===== config.mk =====
export PLATFORM = sky130hd
export DESIGN_NAME = nisw_ctrl
export DESIGN_NICKNAME = d
export VERILOG_FILES = /design/src/nisw_pkg.sv /design/src/nisw_ctrl.sv /design/src/nisw_vec_mem.sv
export SDC_FILE = /design/constraint.sdc
export NUM_CORES = 1
export LEC_CHECK = 0
export ABC_AREA = 1
export BUFFER_PORTS_ARGS = -buffer_cell sky130_fd_sc_hd__buf_2
export CORE_UTILIZATION = 30
export CTS_CLUSTER_SIZE = 40
export DETAILED_ROUTE_END_ITERATION = 12
export GPL_TIMING_DRIVEN = 0
export SYNTH_ARGS = -nofsm -noshare
export SYNTH_HDL_FRONTEND = slang
export SYNTH_SLANG_ARGS = --single-unit

===== constraint.sdc =====
create_clock -name pclk -period 2.38 [get_ports pclk]
set_input_delay 0.357 -clock pclk [delete_from_list [all_inputs] [get_ports pclk]]
set_output_delay 0.357 -clock pclk [all_outputs]
set_load 0.05 [all_outputs]

===== src/nisw_pkg.sv =====
// constants and types shared by the nesting and standby-wake controller
package nisw_pkg;

  // ---------------------------------------------------------------
  // register byte offsets
  // ---------------------------------------------------------------
  localparam logic [7:0] OFF_PSW = 8'h00;
  localparam logic [7:0] OFF_PRIO = 8'h04;
  localparam logic [7:0] OFF_REQ_CLR = 8'h08;
  localparam logic [7:0] OFF_REQ_SET = 8'h0c;
  localparam logic [7:0] OFF_ENABLE = 8'h10;
  localparam logic [7:0] OFF_PCC = 8'h14;
  localparam logic [7:0] OFF_VEC_BASE = 8'h40;

  // ---------------------------------------------------------------
  // field positions
  // ---------------------------------------------------------------
  localparam int PSW_UPPER_BIT = 3;
  localparam int PSW_LOWER_BIT = 2;
  localparam int PSW_MBE_BIT = 1;
  localparam int PSW_RBE_BIT = 0;
  localparam int PRIO_SEL_LSB = 0;
  localparam int PRIO_SEL_W = 3;
  localparam int PRIO_MASTER_BIT = 3;
  localparam int PCC_STOP_BIT = 3;
  localparam int PCC_HALT_BIT = 2;
  localparam int VEC_ADDR_W = 14;
  localparam int VEC_RBE_BIT = 14;
  localparam int VEC_MBE_BIT = 15;
  localparam int VEC_ENTRY_W = 16;

  // ---------------------------------------------------------------
  // sources and vectors
  // ---------------------------------------------------------------
  localparam int NUM_SRC = 9;
  localparam int NUM_VEC = 8;
  localparam int SRC_TIMER = 0;
  localparam int SRC_BOTH_EDGE = 1;
  localparam int SRC_SAMPLED = 2;

  // ---------------------------------------------------------------
  // reset values and counts
  // ---------------------------------------------------------------
  localparam logic [3:0] PSW_RESET = 4'h0;
  localparam logic [3:0] PRIO_RESET = 4'h0;
  localparam logic [1:0] WAKE_SKIP_INSTR = 2'h2;
  localparam int STAB_WAIT_DEFAULT = 1024;

  // standby sequencer states
  typedef enum logic [1:0] {
    SB_RUN = 2'b00,
    SB_HALT = 2'b01,
    SB_STOP = 2'b10,
    SB_WAIT = 2'b11
  } nisw_sb_state_t;

endpackage


===== src/nisw_ctrl.sv =====
// interrupt nesting, shared vector and standby-wake controller
//
// Functional notes
// - status 0 accepts any enabled request and moves to status 1
// - chosen high-order source accepted in status 0 or 1; status 1 -> 2
// - other sources accepted only in status 0, otherwise held pending
// - status 2 accepts nothing at all
// - status bits pushed with the word on entry, restored on return
// - upper status bit is word bit 3, lower is bit 2
// - software may zero both status bits to nest; disable first
// - vector entry gives routine address and bank enable values
// - shared vector, one enabled: only it requests, cleared on accept
// - shared vector, both enabled: combined request, flags untouched
// - stop sets clock control bit 3, halt sets bit 2
// - stop only on main clock; halt on main or subsystem clock
// - stop halts main oscillator, processor, timer and converter; halt gates processor clock only
// - interval timer stops in stop, runs and requests in halt
// - in stop peripherals use external clocks; converter, generator stop
// - sampled external source dead in standby; processor executes nothing
// - standby released by reset or any individually enabled request
// - registers, flags and memory retained throughout standby
// - pending request: halt releases at once, stop waits then resumes
// - priority select low three bits pick source, bit 3 master enable
// - request flag and enable flag together raise vectored request
// - wake with master enable: two instructions then vector
//
// Implementation choices: the placing of the registers and the APB register port.
`timescale 1ns/100ps
module nisw_ctrl #(
  parameter int STAB_WAIT_CYCLES = nisw_pkg::STAB_WAIT_DEFAULT
) (
  // clock and reset
  input wire logic pclk,
  input wire logic presetn,
  // apb slave
  input wire logic psel,
  input wire logic penable,
  input wire logic pwrite,
  input wire logic [7:0] paddr,
  input wire logic [31:0] pwdata,
  output logic [31:0] prdata,
  output logic pready,
  output logic pslverr,
  // source events, one-cycle pulses
  input wire logic [nisw_pkg::NUM_SRC-1:0] src_event,
  input wire logic cpu_on_subclock,
  // processor core side
  input wire logic instr_retire,
  input wire logic return_from_interrupt,
  input wire logic [3:0] restore_psw,
  output logic vector_valid,
  output logic [nisw_pkg::VEC_ADDR_W-1:0] vector_addr,
  output logic [3:0] pushed_psw,
  output logic [3:0] program_status_word,
  // clock and peripheral run controls
  output logic cpu_clk_en,
  output logic main_osc_en,
  output logic interval_timer_en,
  output logic periph_ext_clk_only,
  output logic conv_pgen_en
);

  localparam int VW = $clog2(nisw_pkg::NUM_VEC);
  localparam int CW = $clog2(STAB_WAIT_CYCLES + 1);

  initial begin
    if (STAB_WAIT_CYCLES < 1) begin
      $error("nisw_ctrl: stabilisation wait must be at least one cycle");
    end
  end

  // ---------------------------------------------------------------
  // state
  // ---------------------------------------------------------------
  logic [3:0] psw_reg;
  logic [3:0] prio_reg;
  logic [nisw_pkg::NUM_SRC-1:0] req_reg;
  logic [nisw_pkg::NUM_SRC-1:0] en_reg;
  logic [1:0] clk_sel_reg;
  nisw_pkg::nisw_sb_state_t sb_reg;
  nisw_pkg::nisw_sb_state_t sb_next;
  logic [CW-1:0] wait_cnt_reg;
  logic [1:0] skip_reg;
  logic [1:0] pipe_reg;

  // ---------------------------------------------------------------
  // decode helpers
  // ---------------------------------------------------------------
  function automatic logic [3:0] reg_sel(input logic [7:0] a);
    begin
      unique case (a)
        nisw_pkg::OFF_PSW: reg_sel = 4'h1;
        nisw_pkg::OFF_PRIO: reg_sel = 4'h2;
        nisw_pkg::OFF_REQ_CLR: reg_sel = 4'h3;
        nisw_pkg::OFF_REQ_SET: reg_sel = 4'h4;
        nisw_pkg::OFF_ENABLE: reg_sel = 4'h5;
        nisw_pkg::OFF_PCC: reg_sel = 4'h6;
        default: begin
          if (a[7:5] == nisw_pkg::OFF_VEC_BASE[7:5] && a[1:0] == 2'h0) begin
            reg_sel = 4'h7;
          end else begin
            reg_sel = 4'h0;
          end
        end
      endcase
    end
  endfunction

  // which vectors the current status lets through
  function automatic logic allowed(input logic [VW-1:0] v,
                                   input logic [1:0] st,
                                   input logic [VW-1:0] sel);
    begin
      unique case (st)
        2'b00: allowed = 1'b1;
        2'b01: allowed = (v == sel);
        default: allowed = 1'b0;
      endcase
    end
  endfunction

  // lowest numbered eligible vector
  function automatic logic [VW-1:0] pick_low(
      input logic [nisw_pkg::NUM_VEC-1:0] e);
    logic [VW-1:0] r;
    begin
      r = '0;
      for (int i = nisw_pkg::NUM_VEC - 1; i >= 0; i--) begin
        if (e[i]) begin
          r = VW'(i);
        end
      end
      pick_low = r;
    end
  endfunction

  // ---------------------------------------------------------------
  // apb decode
  // ---------------------------------------------------------------
  logic setup_ph;
  logic wr_acc;
  logic [3:0] sel_now;
  logic [3:0] sel_hold;

  assign setup_ph = psel & ~penable;
  assign sel_now = reg_sel(paddr);
  // writes commit at the access edge, when pready is high
  assign wr_acc = psel & penable & pready & pwrite;
  assign sel_hold = wr_acc ? sel_now : 4'h0;

  // ---------------------------------------------------------------
  // vectored requests
  // ---------------------------------------------------------------
  logic [nisw_pkg::NUM_SRC-1:0] vreq;
  logic [nisw_pkg::NUM_VEC-1:0] vec_req;
  logic [nisw_pkg::NUM_VEC-1:0] elig;
  logic [VW-1:0] hi_sel;
  logic [VW-1:0] acc_vec;
  logic accept;
  logic master_en;
  logic both_shared;

  assign vreq = req_reg & en_reg;
  assign both_shared = en_reg[nisw_pkg::SRC_TIMER] &
                       en_reg[nisw_pkg::SRC_BOTH_EDGE];
  // shared vector sees the combined flags of its two sources
  assign vec_req[0] = vreq[nisw_pkg::SRC_TIMER] |
                      vreq[nisw_pkg::SRC_BOTH_EDGE];
  assign vec_req[nisw_pkg::NUM_VEC-1:1] =
    vreq[nisw_pkg::NUM_SRC-1:nisw_pkg::SRC_SAMPLED];
  assign hi_sel = prio_reg[nisw_pkg::PRIO_SEL_LSB +: nisw_pkg::PRIO_SEL_W];
  assign master_en = prio_reg[nisw_pkg::PRIO_MASTER_BIT];

  genvar gv;
  generate
    for (gv = 0; gv < nisw_pkg::NUM_VEC; gv++) begin : g_elig
      assign elig[gv] = vec_req[gv] &
        allowed(VW'(gv), psw_reg[nisw_pkg::PSW_UPPER_BIT -: 2], hi_sel);
    end
  endgenerate

  // high-order source wins, then lowest index
  assign acc_vec = elig[hi_sel] ? hi_sel : pick_low(elig);
  // no acceptance during standby, wake skip, return or a pending entry
  assign accept = (|elig) & master_en & (sb_reg == nisw_pkg::SB_RUN) &
                  (skip_reg == 2'h0) & (pipe_reg == 2'h0) &
                  ~return_from_interrupt;

  // ---------------------------------------------------------------
  // vector table
  // ---------------------------------------------------------------
  logic [nisw_pkg::VEC_ENTRY_W-1:0] vec_entry;

  nisw_vec_mem #(
    .DEPTH(nisw_pkg::NUM_VEC),
    .WIDTH(nisw_pkg::VEC_ENTRY_W)
  ) i_nisw_vec_mem (
    .pclk(pclk),
    .presetn(presetn),
    .wr_en(sel_hold == 4'h7),
    .wr_addr(paddr[VW+1:2]),
    .wr_data(pwdata[nisw_pkg::VEC_ENTRY_W-1:0]),
    .rd_en(accept),
    .rd_addr(acc_vec),
    .rd_data(vec_entry)
  );

  // entry pipeline: accept, table read, vector out
  always_ff @(posedge pclk or negedge presetn) begin
    if (!presetn) begin
      pipe_reg <= 2'h0;
    end else begin
      pipe_reg <= {pipe_reg[0], accept};
    end
  end

  // ---------------------------------------------------------------
  // program status word
  // ---------------------------------------------------------------
  always_ff @(posedge pclk or negedge presetn) begin
    if (!presetn) begin
      psw_reg <= nisw_pkg::PSW_RESET;
      pushed_psw <= nisw_pkg::PSW_RESET;
    end else if (return_from_interrupt) begin
      psw_reg <= restore_psw;
    end else if (accept) begin
      pushed_psw <= psw_reg;
      // one level higher: 0 -> 1, 1 -> 2
      psw_reg[nisw_pkg::PSW_UPPER_BIT] <=
        psw_reg[nisw_pkg::PSW_LOWER_BIT];
      psw_reg[nisw_pkg::PSW_LOWER_BIT] <=
        ~psw_reg[nisw_pkg::PSW_LOWER_BIT];
    end else if (pipe_reg[1]) begin
      psw_reg[nisw_pkg::PSW_MBE_BIT] <=
        vec_entry[nisw_pkg::VEC_MBE_BIT];
      psw_reg[nisw_pkg::PSW_RBE_BIT] <=
        vec_entry[nisw_pkg::VEC_RBE_BIT];
    end else if (sel_hold == 4'h1) begin
      psw_reg <= pwdata[3:0];
    end
  end

  // vector hand-off to the core
  always_ff @(posedge pclk or negedge presetn) begin
    if (!presetn) begin
      vector_valid <= 1'b0;
      vector_addr <= '0;
    end else begin
      vector_valid <= pipe_reg[1];
      if (pipe_reg[1]) begin
        vector_addr <= vec_entry[nisw_pkg::VEC_ADDR_W-1:0];
      end
    end
  end

  // ---------------------------------------------------------------
  // priority select and enable flags
  // ---------------------------------------------------------------
  always_ff @(posedge pclk or negedge presetn) begin
    if (!presetn) begin
      prio_reg <= nisw_pkg::PRIO_RESET;
      en_reg <= '0;
    end else begin
      if (sel_hold == 4'h2) begin
        prio_reg <= pwdata[3:0];
      end
      if (sel_hold == 4'h5) begin
        en_reg <= pwdata[nisw_pkg::NUM_SRC-1:0];
      end
    end
  end

  // ---------------------------------------------------------------
  // request flags
  // ---------------------------------------------------------------
  logic [nisw_pkg::NUM_SRC-1:0] hw_set;
  logic [nisw_pkg::NUM_SRC-1:0] acc_clr;
  logic [nisw_pkg::NUM_SRC-1:0] sw_clr;
  logic [nisw_pkg::NUM_SRC-1:0] sw_set;

  // gate events of sources that cannot run in the present mode
  always_comb begin
    hw_set = src_event;
    if (sb_reg != nisw_pkg::SB_RUN) begin
      hw_set[nisw_pkg::SRC_SAMPLED] = 1'b0;
    end
    if (sb_reg == nisw_pkg::SB_STOP) begin
      hw_set[nisw_pkg::SRC_TIMER] = 1'b0;
    end
  end

  // clear on acceptance; shared pair only when one of them is enabled
  always_comb begin
    acc_clr = '0;
    if (accept) begin
      if (acc_vec == '0) begin
        if (!both_shared) begin
          acc_clr[nisw_pkg::SRC_TIMER] = en_reg[nisw_pkg::SRC_TIMER];
          acc_clr[nisw_pkg::SRC_BOTH_EDGE] =
            en_reg[nisw_pkg::SRC_BOTH_EDGE];
        end
      end else begin
        acc_clr[32'(acc_vec) + 1] = 1'b1;
      end
    end
  end

  assign sw_clr = (sel_hold == 4'h3) ? pwdata[nisw_pkg::NUM_SRC-1:0] : '0;
  assign sw_set = (sel_hold == 4'h4) ? pwdata[nisw_pkg::NUM_SRC-1:0] : '0;

  // a hardware set in the clearing cycle survives
  always_ff @(posedge pclk or negedge presetn) begin
    if (!presetn) begin
      req_reg <= '0;
    end else begin
      req_reg <= (req_reg & ~(acc_clr | sw_clr)) | hw_set | sw_set;
    end
  end

  // ---------------------------------------------------------------
  // standby sequencer
  // ---------------------------------------------------------------
  logic stop_wr;
  logic halt_wr;
  logic wake;

  assign stop_wr = (sel_hold == 4'h6) & pwdata[nisw_pkg::PCC_STOP_BIT];
  assign halt_wr = (sel_hold == 4'h6) & pwdata[nisw_pkg::PCC_HALT_BIT];
  // individual enables only; the master enable plays no part here
  assign wake = |vreq;

  always_comb begin
    sb_next = sb_reg;
    unique case (sb_reg)
      nisw_pkg::SB_RUN: begin
        if (stop_wr && !cpu_on_subclock) begin
          // a pending request drops stop straight into the wait
          sb_next = wake ? nisw_pkg::SB_WAIT : nisw_pkg::SB_STOP;
        end else if (halt_wr && !wake) begin
          sb_next = nisw_pkg::SB_HALT;
        end
      end
      nisw_pkg::SB_HALT: begin
        if (wake) begin
          sb_next = nisw_pkg::SB_RUN;
        end
      end
      nisw_pkg::SB_STOP: begin
        if (wake) begin
          sb_next = nisw_pkg::SB_WAIT;
        end
      end
      nisw_pkg::SB_WAIT: begin
        if (wait_cnt_reg == '0) begin
          sb_next = nisw_pkg::SB_RUN;
        end
      end
    endcase
  end

  // state, oscillator wait and run controls move together
  always_ff @(posedge pclk or negedge presetn) begin
    if (!presetn) begin
      sb_reg <= nisw_pkg::SB_RUN;
      wait_cnt_reg <= '0;
      cpu_clk_en <= 1'b1;
      main_osc_en <= 1'b1;
      interval_timer_en <= 1'b1;
      periph_ext_clk_only <= 1'b0;
      conv_pgen_en <= 1'b1;
    end else begin
      sb_reg <= sb_next;
      if (sb_next == nisw_pkg::SB_WAIT && sb_reg != nisw_pkg::SB_WAIT) begin
        wait_cnt_reg <= CW'(STAB_WAIT_CYCLES - 1);
      end else if (wait_cnt_reg != '0) begin
        wait_cnt_reg <= wait_cnt_reg - 1'b1;
      end
      cpu_clk_en <= (sb_next == nisw_pkg::SB_RUN);
      main_osc_en <= (sb_next != nisw_pkg::SB_STOP);
      interval_timer_en <= (sb_next != nisw_pkg::SB_STOP);
      periph_ext_clk_only <= (sb_next == nisw_pkg::SB_STOP);
      conv_pgen_en <= (sb_next != nisw_pkg::SB_STOP);
    end
  end

  // clock select bits; all other state is untouched in standby
  always_ff @(posedge pclk or negedge presetn) begin
    if (!presetn) begin
      clk_sel_reg <= 2'h0;
    end else if (sel_hold == 4'h6) begin
      clk_sel_reg <= pwdata[1:0];
    end
  end

  // two retired instructions before the first vector after a wake
  always_ff @(posedge pclk or negedge presetn) begin
    if (!presetn) begin
      skip_reg <= 2'h0;
    end else if (sb_reg != nisw_pkg::SB_RUN &&
                 sb_next == nisw_pkg::SB_RUN) begin
      skip_reg <= master_en ? nisw_pkg::WAKE_SKIP_INSTR : 2'h0;
    end else if (instr_retire && skip_reg != 2'h0) begin
      skip_reg <= skip_reg - 1'b1;
    end
  end

  assign program_status_word = psw_reg;

  // ---------------------------------------------------------------
  // apb answer, prepared in the setup cycle
  // ---------------------------------------------------------------
  logic [31:0] rd_mux;

  always_comb begin
    rd_mux = 32'h0;
    unique case (sel_now)
      4'h1: rd_mux[3:0] = psw_reg;
      4'h2: rd_mux[3:0] = prio_reg;
      4'h3: rd_mux[nisw_pkg::NUM_SRC-1:0] = req_reg;
      4'h4: rd_mux[nisw_pkg::NUM_SRC-1:0] = req_reg;
      4'h5: rd_mux[nisw_pkg::NUM_SRC-1:0] = en_reg;
      4'h6: begin
        rd_mux[1:0] = clk_sel_reg;
        rd_mux[nisw_pkg::PCC_STOP_BIT] = (sb_reg == nisw_pkg::SB_STOP) |
                                         (sb_reg == nisw_pkg::SB_WAIT);
        rd_mux[nisw_pkg::PCC_HALT_BIT] = (sb_reg == nisw_pkg::SB_HALT);
      end
      default: rd_mux = 32'h0;
    endcase
  end

  // one-cycle access phase
  always_ff @(posedge pclk or negedge presetn) begin
    if (!presetn) begin
      pready <= 1'b0;
      pslverr <= 1'b0;
      prdata <= 32'h0;
    end else begin
      pready <= setup_ph;
      pslverr <= setup_ph & (sel_now == 4'h0);
      prdata <= (setup_ph && !pwrite) ? rd_mux : 32'h0;
    end
  end

  // ---------------------------------------------------------------
  // checks
  // ---------------------------------------------------------------
  logic [1:0] st;
  assign st = psw_reg[nisw_pkg::PSW_UPPER_BIT -: 2];

  a_status2_none: assert property (@(posedge pclk)
    disable iff (!presetn)
    st[1] |-> !accept) else $error("accept while status 2 or 3");

  a_low_only_st0: assert property (@(posedge pclk)
    disable iff (!presetn)
    accept && acc_vec != hi_sel |-> st == 2'b00)
    else $error("low source accepted outside status 0");

  a_st0_to_st1: assert property (@(posedge pclk) disable iff (!presetn)
    accept && st == 2'b00 |=> program_status_word[3:2] == 2'b01)
    else $error("status 0 acceptance did not give status 1");

  a_st1_to_st2: assert property (@(posedge pclk) disable iff (!presetn)
    accept && st == 2'b01 |=> program_status_word[3:2] == 2'b10)
    else $error("status 1 acceptance did not give status 2");

  a_vector_follow: assert property (@(posedge pclk)
    disable iff (!presetn)
    accept |-> ##1 !vector_valid ##1 !vector_valid ##1 vector_valid
    ##1 !vector_valid)
    else $error("vector not issued three edges after acceptance");

  a_shared_keep: assert property (@(posedge pclk) disable iff (!presetn)
    accept && acc_vec == '0 && both_shared && !(|sw_clr) |=>
    ($past(req_reg[1:0]) & ~req_reg[1:0]) == 2'b00)
    else $error("shared flags cleared by acceptance");

  a_halt_wake: assert property (@(posedge pclk) disable iff (!presetn)
    sb_reg == nisw_pkg::SB_HALT && wake |=> sb_reg == nisw_pkg::SB_RUN &&
    cpu_clk_en) else $error("halt not released by enabled request");

  a_stop_osc_off: assert property (@(posedge pclk)
    disable iff (!presetn)
    sb_reg == nisw_pkg::SB_STOP |-> !main_osc_en && !cpu_clk_en &&
    !interval_timer_en) else $error("stop mode left clocks running");

  a_return_from_interrupt_restore: assert property (@(posedge pclk)
    disable iff (!presetn)
    return_from_interrupt |=> program_status_word == $past(restore_psw))
    else $error("return did not restore status word");

  a_stop_main_clk: assert property (@(posedge pclk)
    disable iff (!presetn)
    sb_reg == nisw_pkg::SB_RUN && stop_wr && cpu_on_subclock |=>
    sb_reg != nisw_pkg::SB_STOP) else $error("stop entered on subclock");

endmodule // nisw_ctrl


===== src/nisw_vec_mem.sv =====
// vector table memory with registered read data
`timescale 1ns/100ps
module nisw_vec_mem #(
  parameter int DEPTH = 8,
  parameter int WIDTH = 16
) (
  // clock and reset
  input wire logic pclk,
  input wire logic presetn,
  // write port
  input wire logic wr_en,
  input wire logic [$clog2(DEPTH)-1:0] wr_addr,
  input wire logic [WIDTH-1:0] wr_data,
  // read port
  input wire logic rd_en,
  input wire logic [$clog2(DEPTH)-1:0] rd_addr,
  output logic [WIDTH-1:0] rd_data
);

  logic [WIDTH-1:0] mem [DEPTH];

  initial begin
    if (DEPTH < 2) begin
      $error("nisw_vec_mem: depth must be at least 2");
    end
  end

  // storage has no reset; software loads it before enabling sources
  always_ff @(posedge pclk) begin
    if (wr_en) begin
      mem[wr_addr] <= wr_data;
    end
  end

  // registered read
  always_ff @(posedge pclk or negedge presetn) begin
    if (!presetn) begin
      rd_data <= '0;
    end else if (rd_en) begin
      rd_data <= mem[rd_addr];
    end
  end

endmodule // nisw_vec_mem


# Word level (Yosys, flattened, before mapping)
# Memories as Yosys holds them, arrays and structs flattened. A register that Yosys moved wholly into a read port is not among the register bits.
# Cells that the tools add are included.
[classes]
n_bitwise = 32
n_eq_ne = 36
mux = 55
n_reduce_logical = 36
magnitude_cmp = 3
addsub = 3
[op_table]
columns = ["cell", "count"]
rows = [
  ["$mux 9", 4],
  ["$mux 3", 10],
  ["$eq 4x3->1 const B", 7],
  ["$mux 2", 14],
  ["$or 9x9->9", 3],
  ["$pmux 4 s6", 1],
  ["$mux 11", 2],
  ["$and 1x1->1", 21],
  ["$pmux 4 s5", 1],
  ["$and 9x9->9", 2],
  ["$eq 4x2->1 const B", 4],
  ["$eq 8x4->1 const B", 2],
  ["$eq 8x5->1 const B", 2],
  ["$pmux 1 s2", 8],
  ["$eq 3x3->1 const A", 4],
  ["$logic_not 2->1", 6],
  ["$mux 4", 3],
  ["$logic_not 11->1", 1],
  ["$reduce_bool 11->1", 1],
  ["$sub 11x1->11 const B", 1],
  ["$pmux 5 s2", 1],
  ["$not 9->9", 1],
  ["$reduce_or 9->1", 1],
  ["$eq 2x2->1 const B", 4],
  ["30 further kinds", 61],
]
[word_totals]
ff_bits = 78
out_inout_bits = 62
ram_bits = 128
n_memories = 1
[mem_list]
columns = ["name", "depth", "word_bits", "read_ports", "rd_clocked_by_memory_dff", "wr", "line_no", "text"]
rows = [
  ["i_nisw_vec_mem.mem", 8, 16, 1, 1, 1, "nisw_vec_mem.sv:20", "logic [WIDTH-1:0] mem [DEPTH];"],
]

# Longest topological paths before layout
[logic_depth]
ltp_word = 24
mapped_depth = 22
ltp_nobuf = 20

# Cells and area by module
# A second synthesis with hierarchy kept.
[hier_totals]
hier_cells = 1113
hier_area_um2 = 10353.7
[by_module_without_submodules]
columns = ["module", "area_per_inst_um2", "n_inst", "cells_per_inst", "seq_area_each_um2"]
rows = [
  ["nisw_vec_mem", 6045.8, 1, 575, 4244.1],
  ["nisw_ctrl", 4307.9, 1, 538, 1954.4],
]

# Worst setup path after synthesis
# OpenSTA, ideal clock, no wires.
[synth_timing]
kind = "input to register"
start = "in paddr[4]"
end = "mem i_nisw_vec_mem.mem[4][0] (enable)"
setup_ns = 0.409
required_time_ns = 1.971
cell_stages = 7
arrival_time_ns = 2.726
setup_slack_ns = -0.755
cell_sequence = "inv_1 > nand4_1 > nor4_1 > nor4_1 > nor3_1 > nand2_1 > nor3_1"
[synth_between]
elab_chain_len = 6
[synth_rtl]
columns = ["element", "line_no", "text"]
rows = [
  ["start: declaration", "nisw_ctrl.sv:39", "input wire logic [7:0] paddr,"],
  ["$eq 8x5->1 (tied with other cells)", "nisw_ctrl.sv:91", "unique case (a)"],
  ["$pmux 4 s6", "nisw_ctrl.sv:91", ""],
  ["$mux 4", "nisw_ctrl.sv:149", "assign sel_hold = wr_acc ? sel_now : 4'h0;"],
  ["$eq 4x3->1", "nisw_ctrl.sv:200", ".wr_en(sel_hold == 4'h7),"],
  ["$mux 1", "nisw_vec_mem.sv:30", "if (wr_en) begin"],
  ["$mux 1 (implied by the code)", "nisw_vec_mem.sv:31", "mem[wr_addr] <= wr_data;"],
  ["end: declaration", "nisw_vec_mem.sv:20", ""],
]
# Several ways; a longest one is shown, not always the timed one.

# Worst setup path after layout
[layout_timing]
start = "reg prio_reg[1]"
end = "reg i_nisw_vec_mem.rd_data[13] (read register of i_nisw_vec_mem.mem)"
[layout_between]
elab_chain_len = 12
[layout_rtl]
columns = ["element", "line_no", "text"]
rows = [
  ["start: declaration", "nisw_ctrl.sv:76", "logic [3:0] prio_reg;"],
  ["start signal: assignment", "nisw_ctrl.sv:261", "prio_reg <= nisw_pkg::PRIO_RESET;"],
  ["start signal: assignment", "nisw_ctrl.sv:265", "prio_reg <= pwdata[3:0];"],
  ["$eq 3x3->1", "nisw_ctrl.sv:116", "2'b01: allowed = (v == sel);"],
  ["$pmux 1 s2", "nisw_ctrl.sv:114", "unique case (st)"],
  ["$and 1x1->1", "nisw_ctrl.sv:177", "assign elig[gv] = vec_req[gv] &"],
  ["$mux 3 (8 in a row)", "nisw_ctrl.sv:129", "if (e[i]) begin"],
  ["$mux 3", "nisw_ctrl.sv:183", "assign acc_vec = elig[hi_sel] ? hi_sel : pick_low(elig);"],
  ["end: declaration", "nisw_vec_mem.sv:17", "output logic [WIDTH-1:0] rd_data"],
]
# Several ways; a longest one is shown, not always the timed one. The select of a mux whose other input is x is not followed.
# A chain may end at the register's enable or synchronous reset.

==> results.rst <==
.. list-table::
   :header-rows: 1

   * - Metric
     - Value
   * - Count of endpoints failing setup in the final report
     - 0
   * - Clk slew on worst S/H paths
     - around 0.060 ns
   * - Number of rows created at floorplan
     - 66
   * - Die extent in y
     - 186 um
   * - Mapped cell area
     - between 0.01 and 0.015 mm^2
   * - Final global-route overflow total
     - 0
   * - # clock sinks
     - between 200 and 250
   * - Number of flip-flops under the largest register name
     - 128
   * - Setup repair after global routing missed its margin
     - yes
   * - Post-route clock period utilization
     - 96.6%
   * - Endpoints failing hold
     - 0
   * - Largest regs
     - i_nisw_vec_mem.mem: 128 flops, i_nisw_vec_mem.rd_data: 16 flops, vector_addr: 14 flops
   * - Actual transition at the worst max-transition pin
     - about 0.7 ns
   * - Critical path startpoint category
     - register
   * - Most used flip-flop cell after synthesis
     - edfxtp_1
   * - Antenna-violating nets left
     - 0
   * - Max transition margin
     - a little over half
   * - Leakage power of the design
     - 5.72 nW
   * - Met1 Resource Use GR
     - 22.5%
   * - Post-synthesis cell count
     - 1075
   * - PnR Total Power
     - 0.00801 W
   * - Area added between synthesis and finish
     - 27.6%
   * - Relative contribution of sequential cells to total power
     - 51.6%
   * - Minimum clock period
     - roughly 2.3 ns
   * - Ratio of routed vias to standard cells
     - 4.72
   * - Power Dens Cells
     - between 600 and 700 mW/mm^2
   * - Final count of pins violating max slew
     - 0
   * - Post-Layout Inst Area
     - around 0.013 mm^2
   * - Synth async-reset ratio
     - 42.3%
   * - Insertion delay to the later sink of the worst-skew pair
     - 0.52 ns
   * - Worst Setup Path Type
     - register to register
   * - First-pass iteration count of the detailed router
     - 5
   * - Worst endpoint data arrival time
     - 2.70 ns
   * - Biggest area consumer among synthesized cells
     - edfxtp_1
   * - CTS tree
     - done
   * - X dimension of the die
     - 186 um
   * - Fmax achieved
     - 435 MHz
   * - YS warnings
     - 0
   * - 1st-iter DRT viols
     - approximately 850
   * - Seq cells post-synth
     - around 220
   * - Root buffer cell
     - clkbuf_16
   * - Effective utilization at floorplan
     - 30.7%
   * - Layout Skew
     - 0.0141 ns
   * - Core outline area
     - about 0.033 mm^2
   * - Met2 Resource Use GR
     - 26.6%
   * - Via Count
     - 8066
   * - Clk buf depth
     - 3
   * - Via count of the first global-routing pass
     - 7485
   * - EDFF count, synth
     - ~130
   * - Largest net degree at the start of global routing
     - 49
   * - Part of the power in combinational logic
     - 6.7%
   * - Proportion of layout cells with a drive suffix above 1
     - between 20% and 30%
   * - Most flop-heavy register
     - i_nisw_vec_mem.mem
   * - Boundary pin count
     - 123
   * - Number of violations of the max-capacitance limit
     - 0
   * - Number of levels in the clock H-tree
     - 1
   * - HPWL after detailed placement
     - 19300 um
   * - Average cell area after synthesis
     - 9.40 um^2
   * - Result of the run
     - complete, no violations
   * - Yosys cell types
     - 40
   * - Worst slack at placement
     - -1.30 ns
   * - Switching power
     - 0.00185 W
   * - Busiest metal layer after global routing
     - met2
   * - Count of input and output buffers
     - 83
   * - CP Capture Type
     - register
   * - Req. time, crit path
     - 2.78 ns
   * - Worst hold path type
     - input pin to register
   * - DR DRC count
     - 0
   * - Overall global routing resource usage
     - 16.3%
   * - Cell internal power dissipation
     - 0.00616 W
   * - Switching power share of the total
     - a little under a quarter
   * - R2R Path Start
     - prio_reg[1]$_DFFE_PN0N_
   * - Number of cell instances on the worst register-to-register path
     - 16
   * - Proportion of netlist area held by the largest area contributor
     - 38.0%
   * - Part of the Yosys area used for sequential elements
     - 61.3%
   * - Relative contribution of the clock network to total power
     - roughly two fifths
   * - Worst IR Drop VDD
     - 0.420 mV
   * - Critical path peak fanout
     - 10
   * - Area post-placement
     - approximately 0.011 mm^2
   * - Synth top area cells
     - edfxtp_1 (38%), dfrtp_1 (23%), nand2_1 (16%)
   * - Initial antenna violation count
     - 2
   * - Post-layout net count
     - about 1300
   * - Worst setup path startpoint
     - prio_reg[1]$_DFFE_PN0N_
   * - Fraction of met3 tracks used by global routing
     - approximately 2.5%
   * - Overall die area
     - 0.0344 mm^2
   * - Final routed wirelength across all metal layers
     - 28500 um
   * - CTS Buf Count
     - 23
   * - Routed WL per cell
     - between 15 and 20 um
   * - Worst hold stages
     - 2
   * - Final worst slack
     - 0.0805 ns
   * - Last weighted congestion value of the routability-driven placer
     - around 0.86
   * - Worst Min Path Start
     - penable
   * - Wire length of the first global-routing pass
     - 42700 um
-- Yosys cell counts, types with 15 or more instances --
cell,n
edfxtp_1,128
mux2_2,15
o21ai_0,40
nand3_1,106
dfrtp_1,92
nor2_1,37
buf_4,28
inv_1,72
o211ai_1,15
buf_2,21
nand2_1,424
nor3_1,17
-- cells in the final DEF, fill, tap and decap left out, drive strengths merged --
cell | Yosys | final
a21oi | 8 | 8
a221oi | 3 | 3
a31oi | 5 | 5
a32o | 1 | 1
and3 | 1 | 1
buf | 52 | 179
bufinv | 0 | 1
clkbuf | 9 | 40
clkinv | 1 | 7
clkinvlp | 0 | 3
conb | 1 | 23
dfrtp | 92 | 92
dfstp | 2 | 2
diode | 0 | 1
dlygate4sd3 | 0 | 1
edfxtp | 128 | 128
ha | 2 | 2
inv | 81 | 81
mux2 | 15 | 15
nand2 | 427 | 427
nand3 | 106 | 106
nand3b | 2 | 2
nand4 | 6 | 6
nor2 | 44 | 44
nor3 | 18 | 18
nor4 | 5 | 5
o2111ai | 1 | 1
o211ai | 15 | 15
o21ai | 43 | 43
o221ai | 1 | 1
or2 | 1 | 1
or3 | 1 | 1
xnor2 | 2 | 2
xor2 | 2 | 2
-- stage by stage --
stage               cells  TNS, ns  util, %  hold WS [ns]
finish               1709        0     39.2        0.0525
global route         1709   -0.611     39.2        0.0624
CTS                  1678        0     37.4        0.0436
detailed placement   1623  -164.70     34.4         0.360
global placement     1622  -163.95     34.3         0.356
floorplan            1097   -13.92        -        0.0614
-- routing by layer --
layer | up-vias | wire length, um
li1 | 3874 | -
met2 | 303 | 13300
met1 | 3842 | 12400
met4 | 2 | 648
met3 | 45 | 2190
met5 | - | 10
-- worst max-delay path, cell delays in order, from the launching register on --
cell and delay [ns]:
dfrtp_2 0.47, nand2_2 0.10, inv_2 0.05, nand2_1 0.06, nand2_1 0.07, nand3_1 0.07
nand2_1 0.07, o21ai_2 0.16, nand2_2 0.12, buf_4 0.16, o21ai_4 0.21, inv_4 0.10
buf_4 0.21, nand2_1 0.08, nand2_1 0.10, nand2_1 0.09, nand3_1 0.06
-- timing repair --
action | in CTS | in global routing
hold buffers | 1 | 0
setup endpoints to repair | 159 | 174
cloned | 0 | 3
pin swaps | 11 | 21
gates resized for setup | 23 | 126
setup buffers | 14 | 27
hold endpoints to repair | 47 | 0
-- cell families (layout without fill, tap and decap cells) --
kind of cell | count (synthesis) | after routing | share of synthesized area [%]
adder cells (fa/ha/maj) | 2 | 2 | 0.248
AND/OR/NAND/NOR | 611 | 611 | 25.0
multiplexers | 15 | 15 | 1.67
other | 1 | 24 | 0.0371
flip-flops | 222 | 222 | 61.3
AO/OA/AOI/OAI | 77 | 77 | 4.56
XOR/XNOR | 4 | 4 | 0.347
buffers and inverters | 143 | 312 | 6.76
-- cell type report --
class | count | area (um^2)
fillers | 3265 | 20000
flip-flops and latches | 222 | 6200
multi-input cells | 732 | 3640
repair buffers | 129 | 946
clock buffers | 30 | 602
well taps | 442 | 553
plain buffers | 61 | 538
inverters | 82 | 323
clock inverters | 10 | 81.3
diodes | 1 | 2.50
-- worst paths after layout --
path                                                          endpoint  slack, ns
worst min-delay path                                  pready$_DFF_PN0_       0.05
worst max register to register  i_nisw_vec_mem.rd_data[13]$_DFFE_PN0P_       0.08
worst min register to register                  vector_valid$_DFF_PN0_       0.37
min in group asynchronous                  wait_cnt_reg[5]$_DFFE_PN0P_       0.40
max in group asynchronous                       conv_pgen_en$_DFF_PN1_       1.26
worst max-delay path            i_nisw_vec_mem.rd_data[13]$_DFFE_PN0P_       0.08
-- power groups by stage --
stage,Combinational [W],Clock [W],Sequential (W)
CTS,0.000520,0.00339,0.00413
finish,0.000534,0.00335,0.00413
detailed placement,0.000512,0,0.00420
global placement,0.000495,0,0.00420
floorplan,0.000287,0,0.00424
global route,0.000595,0.00356,0.00413
Note: power is estimated with default switching activity, not from simulation.
